File: src/logic/gdc_regs.svh
/*
 * Constants of the gated decade counter: count limits, count step, input history reset values.
 * Assumes inclusion by bare name from the package and the modules.
 */
// Function
// - Divide the clock by ten and show the count as four-bit BCD.
// - Reset forces count 0000, ahead of clock and inhibit.
// - While inhibit is high, clock edges do not advance the count.
// - A rising edge of clock or inhibit counts while the other is low.
`ifndef GDC_REGS_SVH
`define GDC_REGS_SVH

// ----------------------------------------
// Count values
// ----------------------------------------
`define GDC_COUNT_ZERO 4'h0
`define GDC_COUNT_LAST 4'h9
`define GDC_COUNT_STEP 4'h1

// ----------------------------------------
// Input history reset values
// ----------------------------------------
`define GDC_PIN_RESET 1'h0
`define GDC_ARM_RESET 1'h0

`endif

File: src/logic/gdc_pkg.sv
/*
 * Types of the gated decade counter.
 * Assumes gdc_regs.svh on the include path.
 */
`default_nettype none
`include "gdc_regs.svh"

package gdc_pkg;
	// Registered state of the edge detector
	typedef struct packed {
		logic clk_in;
		logic inh_in;
		logic armed;
	} gdc_edge_t;

	// Registered state of the counter
	typedef struct packed {
		logic [3:0] count;
		logic carry;
	} gdc_state_t;
endpackage : gdc_pkg

`default_nettype wire

File: src/logic/gdc_decade_counter.sv
/*
 * Gated decade counter: BCD count 0..9 with TTL-side and ECL-side carry.
 * Carries are one-cycle pulses on the wrap from nine back to zero.
 * Assumes pins synchronous to i_clk_sys; the count lines are read only
 * while the counting clock is stopped or inhibited.
 */
`timescale 1ns/1ps
`default_nettype none
`include "gdc_regs.svh"

module gdc_decade_counter
	import gdc_pkg::*;
(
	// Clock and reset
	input wire logic i_clk_sys,
	input wire logic i_reset_n,
	// Counting pins
	input wire logic i_count_clk,
	input wire logic i_count_inhibit,
	input wire logic i_count_reset,
	// Count and carries
	output logic [3:0] o_bcd,
	output logic o_carry_ttl,
	output logic o_carry_ecl
);

	// ----------------------------------------
	// Edge gating
	// ----------------------------------------
	logic advance;
	gdc_state_t state_reg;
	gdc_state_t state_next;

	gdc_edge_gate u_edge (
		.i_clk_sys(i_clk_sys),
		.i_reset_n(i_reset_n),
		.i_count_clk(i_count_clk),
		.i_count_inhibit(i_count_inhibit),
		.o_advance(advance)
	);

	// Wrap test used for next count and carry
	function automatic logic at_last(input logic [3:0] c);
		at_last = (c == `GDC_COUNT_LAST);
	endfunction : at_last

	// ----------------------------------------
	// Count logic
	// ----------------------------------------
	// Reset pin first, then a counted edge
	always_comb begin
		state_next = state_reg;
		state_next.carry = 1'h0;
		if (i_count_reset) begin
			state_next.count = `GDC_COUNT_ZERO;
		end else if (advance) begin
			if (at_last(state_reg.count)) begin
				state_next.count = `GDC_COUNT_ZERO;
				state_next.carry = 1'h1;
			end else begin
				state_next.count = state_reg.count + `GDC_COUNT_STEP;
			end
		end
	end

	// State register
	always_ff @(posedge i_clk_sys or negedge i_reset_n) begin
		if (!i_reset_n) begin
			state_reg.count <= `GDC_COUNT_ZERO;
			state_reg.carry <= 1'h0;
		end else begin
			state_reg <= state_next;
		end
	end

	// Outputs straight from flip-flops
	assign o_bcd = state_reg.count;
	assign o_carry_ttl = state_reg.carry;
	assign o_carry_ecl = state_reg.carry;
endmodule : gdc_decade_counter

`default_nettype wire

File: src/logic/gdc_edge_gate.sv
/*
 * Edge detector that turns clock and inhibit pin edges into count strobes.
 * Assumes both pins synchronous to i_clk_sys.
 */
`timescale 1ns/1ps
`default_nettype none
`include "gdc_regs.svh"

module gdc_edge_gate
	import gdc_pkg::*;
(
	// Clock and reset
	input wire logic i_clk_sys,
	input wire logic i_reset_n,
	// Pins
	input wire logic i_count_clk,
	input wire logic i_count_inhibit,
	// Strobe
	output logic o_advance
);

	gdc_edge_t state_reg;
	gdc_edge_t state_next;

	// Next history is the present pin levels; armed after the first edge
	always_comb begin
		state_next.clk_in = i_count_clk;
		state_next.inh_in = i_count_inhibit;
		state_next.armed = 1'h1;
	end

	// History register
	always_ff @(posedge i_clk_sys or negedge i_reset_n) begin
		if (!i_reset_n) begin
			state_reg.clk_in <= `GDC_PIN_RESET;
			state_reg.inh_in <= `GDC_PIN_RESET;
			state_reg.armed <= `GDC_ARM_RESET;
		end else begin
			state_reg <= state_next;
		end
	end

	// Count on a rising edge of one input while the other is low; the first
	// edge after reset only loads the history, so a pin held high is no edge
	assign o_advance = state_reg.armed &&
		((i_count_clk && !state_reg.clk_in && !i_count_inhibit) ||
		(i_count_inhibit && !state_reg.inh_in && !i_count_clk));
endmodule : gdc_edge_gate

`default_nettype wire

File: config.mk
export PLATFORM = sky130hd
export DESIGN_NAME = gdc_decade_counter
export DESIGN_NICKNAME = d
export VERILOG_FILES = /design/src/logic/gdc_pkg.sv /design/src/logic/gdc_decade_counter.sv /design/src/logic/gdc_edge_gate.sv
export VERILOG_INCLUDE_DIRS = /design/src /design/src/logic
export SDC_FILE = /design/constraint.sdc
export NUM_CORES = 1
export LEC_CHECK = 0
export BUFFER_PORTS_ARGS = -buffer_cell sky130_fd_sc_hd__buf_2
export CAP_MARGIN = 10
export CELL_PAD_IN_SITES_DETAIL_PLACEMENT = 1
export CELL_PAD_IN_SITES_GLOBAL_PLACEMENT = 1
export CORE_AREA = 2 2 39 41
export CTS_CLUSTER_DIAMETER = 40
export DETAILED_ROUTE_END_ITERATION = 10
export DIE_AREA = 0 0 41 43
export PLACE_DENSITY = 0.67
export SYNTH_ARGS = -nofsm -noshare
export SYNTH_HDL_FRONTEND = slang
export SYNTH_SLANG_ARGS = --single-unit
File: constraint.sdc
create_clock -name i_clk_sys -period 1.2 [get_ports i_clk_sys]
set_input_delay 0.18 -clock i_clk_sys [delete_from_list [all_inputs] [get_ports i_clk_sys]]
set_output_delay 0.18 -clock i_clk_sys [all_outputs]
set_load 0.03 [all_outputs]
== Word level (Yosys, flattened, before mapping) ==
Index checks and enable logic that the tools add are counted.
W data, S select, Z words.
Word-level totals
  input port bits: 5
  word-level logic and storage cells: 23
  register bits after elaboration: 8
Operators by class
  equality and inequality tests: 1
  add/sub/neg operators: 1
  reductions and logical operators: 11
  multiplexer cells: 5
Operators by type and width (count)
  $mux W4: 2
  $logic_and A1 B1 Y1: 5
  $mux W5: 1
  $add A4 B1 Y4 const B: 1
  $eq A4 B4 Y1 const B: 1
  $logic_not A1 Y1: 4
  $mux W1: 2
  $reduce_bool A2 Y1: 1
  $logic_or A1 B1 Y1: 1

== Depth between registers and ports, before layout ==
Gate-level depths: netlist of the first run.
  depth in word-level cells: 7
  mapped depth: 5

== Cells and area by module ==
Synthesis of the first run repeated with hierarchy kept, for this count alone.
Second synthesis, totals
  cells, all modules: 34
  area, all modules: 390.4 um^2
Modules (own cells, without submodules)
  gdc_decade_counter: area each 279.0 um^2, cells each 27, times used 1
  gdc_edge_gate: area each 111.4 um^2, cells each 7, times used 1

== Least setup slack after synthesis of the first run ==
No wires, ideal clock.
  path kind: register to register
  start: register state_reg (netlist bit o_bcd[1])
  end: register state_reg (netlist bit o_bcd[1])
  clock period less this slack: 1354 ps
  slack: -154 ps
  arrival time: 1276 ps
  buffers on the path: 0
  stages on the path, launching flop included: 5
  cell sequence: dfrtp_1 > inv_1 > ha_1 > a221o_1 > a21oi_1
Between the ends
  word-level cells in the longest chain between the ends: 4
Ends and longest elaborated chain
  start: declaration: RTL line gdc_decade_counter.sv:31  | gdc_state_t state_reg;
  start signal: assignment: RTL line gdc_decade_counter.sv:72  | state_reg <= state_next;
  $add A4 B1 Y4 (no source line) or $eq A4 B4 Y1 (tied branches)
  $mux W4 (*): RTL line gdc_decade_counter.sv:57  | if (at_last(state_reg.count)) begin
  $mux W5 (*): RTL line gdc_decade_counter.sv:56  | end else if (advance) begin
  $mux W4 (*): RTL line gdc_decade_counter.sv:54  | if (i_count_reset) begin
Mark *: on every way between the ends. The rest lies on a longest branch, timed or not. The select of a mux whose other input is x is not followed.
A chain may end at the register's enable or synchronous reset.

== Worst setup path after layout of the first run ==
  start: register u_edge.state_reg[2] in the netlist's numbering
  end: register state_reg (netlist bit o_bcd[0])
Between the ends
  word-level cells in the longest chain between the ends: 6
Ends and longest elaborated chain
  start: declaration: RTL line gdc_edge_gate.sv:22  | gdc_edge_t state_reg;
  start signal: assignment: RTL line gdc_edge_gate.sv:39  | state_reg <= state_next;
  $logic_not A1 Y1: RTL line gdc_edge_gate.sv:46  | ((i_count_clk && !state_reg.clk_in && !i_count_inhibit) ||
  $logic_and A1 B1 Y1 (2 in series): RTL line gdc_edge_gate.sv:46
  $logic_or A1 B1 Y1: RTL line gdc_edge_gate.sv:46
  $logic_and A1 B1 Y1: RTL line gdc_edge_gate.sv:45  | assign o_advance = state_reg.armed &&
  $reduce_bool A2 Y1 (no source line)
No other way between the ends.

==> results.toml, run 1 <==
[status]
status = "finished clean"

[job]
cap_violations = 0

[critical_path]
setup.worst_path.start = "u_edge.state_reg[2]"
path_cells = "nand4bb_4 > a221o_1 > a21oi_2"
end_kind = "flip-flop"
crit_path_max_fanout = 5
path_class = "flip-flop to flip-flop"
crit_buf_inv = 0
critPathMaxStageDelay_ns = 0.39
crit_family = "compound AO/OA/AOI/OAI gates"
critPathLaunchType = "flip-flop"
rr_startpoint = "u_edge.state_reg[2]"
arrival_ns = 1.36
crit_slowest_cell = "a221o_1"
crit_required_ns = 1.38

[sta]
worst_slack_ns = 0.0245
slew_violations = 0
setup_viol = 0
grt_setup_unrepaired = "true"
finalHoldViolations = 0
fin_crit_sh = 0.980
skew_ns = 0.00418
fmax_mhz = 851
tns_ns = 0
fin_crit_ns = 1.18

[pwr]
ir_drop_v = 0.000276
total_power_uw = 569
cellLeakagePower_uw = 0.000257
power_density_mw_per_mm2 = 952

[global_route]
grt_max_degree = 9
grt_pass1_vias = 371
grt-ovfl-total = 0
grt_usage = 0.145
grt_pass1_wl_um = 1660
antenna_found_initial = 0

[synth]
yosysWarnings = 0
syn_area_sq_um = 414
synth_cells = 39
syn_nets = 46
ys_types = 22
syn_avg_cell_area_sq_um = 10.6
yosysSeqAreaShare = 0.483
synth-seq-cells = 8

[clock_tree]
root_buffer = "clkbuf_4"
clock_latency_ns = 0.25
cts_tree = "done"
clockBufferDepth = 2
clk_pin_slew_ns = 0.06
cts_num_sinks = 8
numCtsBuffers = 3
htree_levels = 1

[place]
hpwl_um = 721
pre_cts_ws_ns = -0.163
port-buffer-count = 10
dp.cells = 66
gp_congestion = 0.777

[cells_and_area]
stdcell_count = 72
fin_util = 0.432
antenna_cells = 0
fill_cells = 157
multi_input_area_sq_um = 246
layout-drive-gt1-share = 0.482
largest_reg_flops = 4
syn_to_final_growth_pct = 44.4
layout.nets = 64
seq_area_sq_um = 204

[detailed_routing]
dr.pass1.iters = 3
wl_per_cell_um = 14.7
vias_per_cell = 5.14
routed_wl_um = 1060
num_vias = 370
first_iter_violations = 9
ant_nets = 0
drcViolationCount = 0

[hold_path]
worstHoldStart = "i_count_clk"
hp-class = "input pin to flip-flop"

[floorplanning]
dieHeight_um = 43
die_w_um = 41
placementRows = 14
core_sq_mm = 0.00138
initial_core_util = 0.299
ios = 11
die-area_sq_mm = 0.00176
## where the power goes
part           internal [uW]  switching [uW]  leakage, uW  total, uW
Combinational           32.0            34.4     0.000141       66.4
Clock                    127            89.3    0.0000150        216
Sequential               278            8.21     0.000100        286
## cells in the final DEF (no fill, tap or decap), drive strengths merged
master,count
a211o,1
a211oi,1
a21boi,1
a21oi,3
a221o,2
buf,15
clkbuf,4
conb,1
dfrtp,8
dlygate4sd3,1
ha,2
inv,1
mux2i,1
nand2,2
nand2b,2
nand3,3
nand3b,1
nand4b,1
nand4bb,2
nor2,2
nor2b,1
o221ai,1
## cell usage after synthesis
library cell | n | area (sq um)
mux2i_1 | 1 | 10.0
nand4bb_1 | 2 | 22.5
o221ai_1 | 1 | 8.76
a221o_1 | 2 | 20.0
a211oi_1 | 1 | 7.51
a21boi_1 | 1 | 7.51
ha_1 | 2 | 25.0
a211o_1 | 1 | 8.76
nand3b_1 | 1 | 7.51
inv_1 | 1 | 3.75
nor2b_1 | 1 | 6.26
buf_4 | 1 | 7.51
conb_1 | 1 | 3.75
dfrtp_1 | 8 | 200
nand3_1 | 3 | 15.0
nand2_1 | 2 | 7.51
a21oi_1 | 3 | 15.0
buf_2 | 1 | 5.00
nand2b_1 | 2 | 12.5
nand4b_1 | 1 | 8.76
nor2_1 | 2 | 7.51
clkbuf_1 | 1 | 3.75
## metal layers
metal	global-route usage	vias up	part of all wire	wire [um]
met5	0	-	0	0
met4	0.120	0	0	0
met3	0	0	0.025	26
met2	0.216	7	0.51	537
met1	0.187	186	0.47	491
li1	-	177	-	-
## stage by stage
stage / cell area [sq um] / hold WS [ns]
global route: 598 / 0.0881
global placement: 513 / 0.0287
CTS: 586 / 0.0829
floorplan: 429 / -0.116
finish: 598 / 0.0954
detailed placement: 513 / 0.0301
## final cells by class
class                      instances  area share
multi-input combinational         27       0.412
sequential                         8       0.341
timing repair buffer              16       0.163
clock buffer                       4      0.0439
tap                               16      0.0335
inverter                           1     0.00628
## cells by family (layout without fill, tap and decap cells)
| kind of cell | count (synthesis) | after routing | share of synthesized area |
|---|---|---|---|
| compound gates | 9 | 9 | 0.163 |
| mux | 1 | 1 | 0.0242 |
| simple gates | 14 | 14 | 0.211 |
| buf+inv | 4 | 21 | 0.0483 |
| fa+ha+maj | 2 | 2 | 0.0604 |
| other cells | 1 | 1 | 0.00905 |
| flops | 8 | 8 | 0.483 |
## what timing repair did
| action | CTS | global route |
|---|---|---|
| pin swaps | 1 | 0 |
| setup endpoints to repair | 5 | 4 |
| hold buffers | 1 | 0 |
| endpoints found under the hold margin | 8 | 0 |
| gates resized for setup | 5 | 2 |
| setup buffers | 0 | 1 |
## path summary, 6_finish.rpt
path,end,slack [ns],cells past startpoint
worst max-delay path,o_bcd[0],0.02,3
worst min-delay path,u_edge.state_reg[2],0.1,1
worst max register to register,o_bcd[0],0.02,3
worst min register to register,o_bcd[1],0.64,2
max in group asynchronous,u_edge.state_reg[0],0.72,2
min in group asynchronous,u_edge.state_reg[2],0.30,2
No activity file was read; power rests on OpenSTA's default activity.
==> run 2: changes to the inputs <==
--- a/config.mk
+++ b/config.mk
@@ -14,7 +14,7 @@
 export CTS_CLUSTER_DIAMETER = 40
 export DETAILED_ROUTE_END_ITERATION = 10
 export DIE_AREA = 0 0 41 43
-export PLACE_DENSITY = 0.67
+export PLACE_DENSITY = 0.65
 export SYNTH_ARGS = -nofsm -noshare
 export SYNTH_HDL_FRONTEND = slang
 export SYNTH_SLANG_ARGS = --single-unit
==> constraint.sdc (replaced) <==
create_clock -name i_clk_sys -period 1.3 [get_ports i_clk_sys]
set_input_delay 0.195 -clock i_clk_sys [delete_from_list [all_inputs] [get_ports i_clk_sys]]
set_output_delay 0.195 -clock i_clk_sys [all_outputs]
set_load 0.03 [all_outputs]
==> results.toml, run 2 (synthesis gave the netlist of run 1 again) <==
[status]
status = "finished clean"

[global_route]
grt-ovfl-total = 0
grt_usage = 0.135
grt_pass1_vias = 353
grt_max_degree = 9
grt_pass1_wl_um = 1570
antenna_found_initial = 0

[floorplanning]
placementRows = 14
die-area_sq_mm = 0.00176
initial_core_util = 0.299
die_w_um = 41
dieHeight_um = 43
ios = 11
core_sq_mm = 0.00138

[pwr]
pwr-share-comb = 0.108
clockPowerShare = 0.390
power_density_mw_per_mm2 = 918
seqPwrFrac = 0.502
p_int_uw = 399
cellLeakagePower_uw = 0.000253
ir_drop_v = 0.000394
p_sw_uw = 119
swShare = 0.229

[clock_tree]
clockBufferDepth = 2
cts_tree = "done"
clk_pin_slew_ns = 0.06
htree_levels = 1
cts_num_sinks = 8
root_buffer = "clkbuf_4"
numCtsBuffers = 3
clock_latency_ns = 0.25

[sta]
setup_viol = 0
slew_violations = 0
fin_crit_sh = 0.956
fmax_mhz = 805
finalHoldViolations = 0
skew_ns = 0.00331
fin_crit_ns = 1.24

[critical_path]
setup.worst_path.start = "u_edge.state_reg[1]"
critPathLaunchType = "flip-flop"
crit_required_ns = 1.47
end_kind = "flip-flop"
crit_path_max_fanout = 7
reg2reg_slack_ns = 0.06
rr_startpoint = "u_edge.state_reg[1]"
arrival_ns = 1.41
path_class = "flip-flop to flip-flop"

[detailed_routing]
vias_per_cell = 4.88
ant_nets = 0
wl_per_cell_um = 12.8
num_vias = 351
routed_wl_um = 924
drcViolationCount = 0
first_iter_violations = 3
dr.pass1.iters = 4

[cells_and_area]
layout_common_cells = "buf_2 (10), dfrtp_1 (6), buf_4 (4)"
final_common_cell = "buf_2"
antenna_cells = 0
fill_cells = 168
stdcell_count = 72
layout.nets = 64
largest_reg_flops = 4
syn_to_final_growth_pct = 36.3
layout-drive-gt1-share = 0.375
fin_util = 0.408

[place]
dp.cells = 66
gp_congestion = 0.734
port-buffer-count = 10
hpwl_um = 681

[hold_path]
worstHoldStart = "i_count_inhibit"
hp-class = "input pin to flip-flop"

[job]
cap_violations = 0
==> run 2: worst max-delay path, stage by stage, from the launching register on <==
cell and delay (ns):
dfrtp_1 0.35, nand4bb_1 0.20, buf_6 0.16, a221o_1 0.30
a21oi_1 0.15
==> run 2: path summary, 6_finish.rpt <==
kind                                       end  depth (start not counted)
max                                   o_bcd[1]                          4
min                        u_edge.state_reg[1]                          1
max reg2reg                           o_bcd[1]                          4
min reg2reg                        o_carry_ecl                          2
max in group asynchronous             o_bcd[1]                          2
min in group asynchronous  u_edge.state_reg[0]                          2
==> run 2: power groups by stage <==
stage	combinational, uW	clock, uW	sequential (uW)
after detailed placement	48.7	0	264
after floorplan	16.7	0	269
after CTS	52.2	211	260
after global placement	48.2	0	264
final	55.9	202	260
after global routing	62.4	229	261
==> run 2: final cells by class <==
cell class              count  area, sq um  share of cell area
flip-flops and latches      8          203               0.359
clock buffers               4         26.3              0.0466
multi-input cells          27          210               0.373
inverters                   1         3.75             0.00665
well taps                  16         20.0              0.0355
repair buffers             16          101               0.180
==> run 2: what timing repair did <==
| item | 4_1_cts | 5_1_grt |
|---|---|---|
| endpoints found under the setup margin | 2 | 3 |
| pin swaps | 0 | 0 |
| gates resized for setup | 1 | 2 |
| setup buffers | 0 | 1 |
| hold buffers | 1 | 0 |
| hold endpoints to repair | 8 | 0 |
==> run 2: per-layer routing <==
layer  global-route usage  part of all wire  vias to the layer above  routed length, um
met5                    0                 0                        -                  0
met3               0.0471             0.035                        0                 32
li1                     -                 -                      175                  -
met4               0.0400                 0                        0                  0
met2                0.194              0.52                        8                478
met1                0.185              0.45                      168                412
==> run 2: per-stage QoR <==
stage	worst slack [ns]	hold WS (ns)	cell area, sq um	total power, uW	TNS [ns]
2_1_floorplan	0.0406	-0.101	417	286	0
3_3_place_gp	-0.0236	0.0527	500	312	-0.0236
3_5_place_dp	-0.0415	0.0493	500	312	-0.0773
4_1_cts	0.00915	0.0685	542	523	0
5_1_grt	-0.00373	0.0681	564	552	-0.00373
6_report	0.0576	0.0779	564	518	0
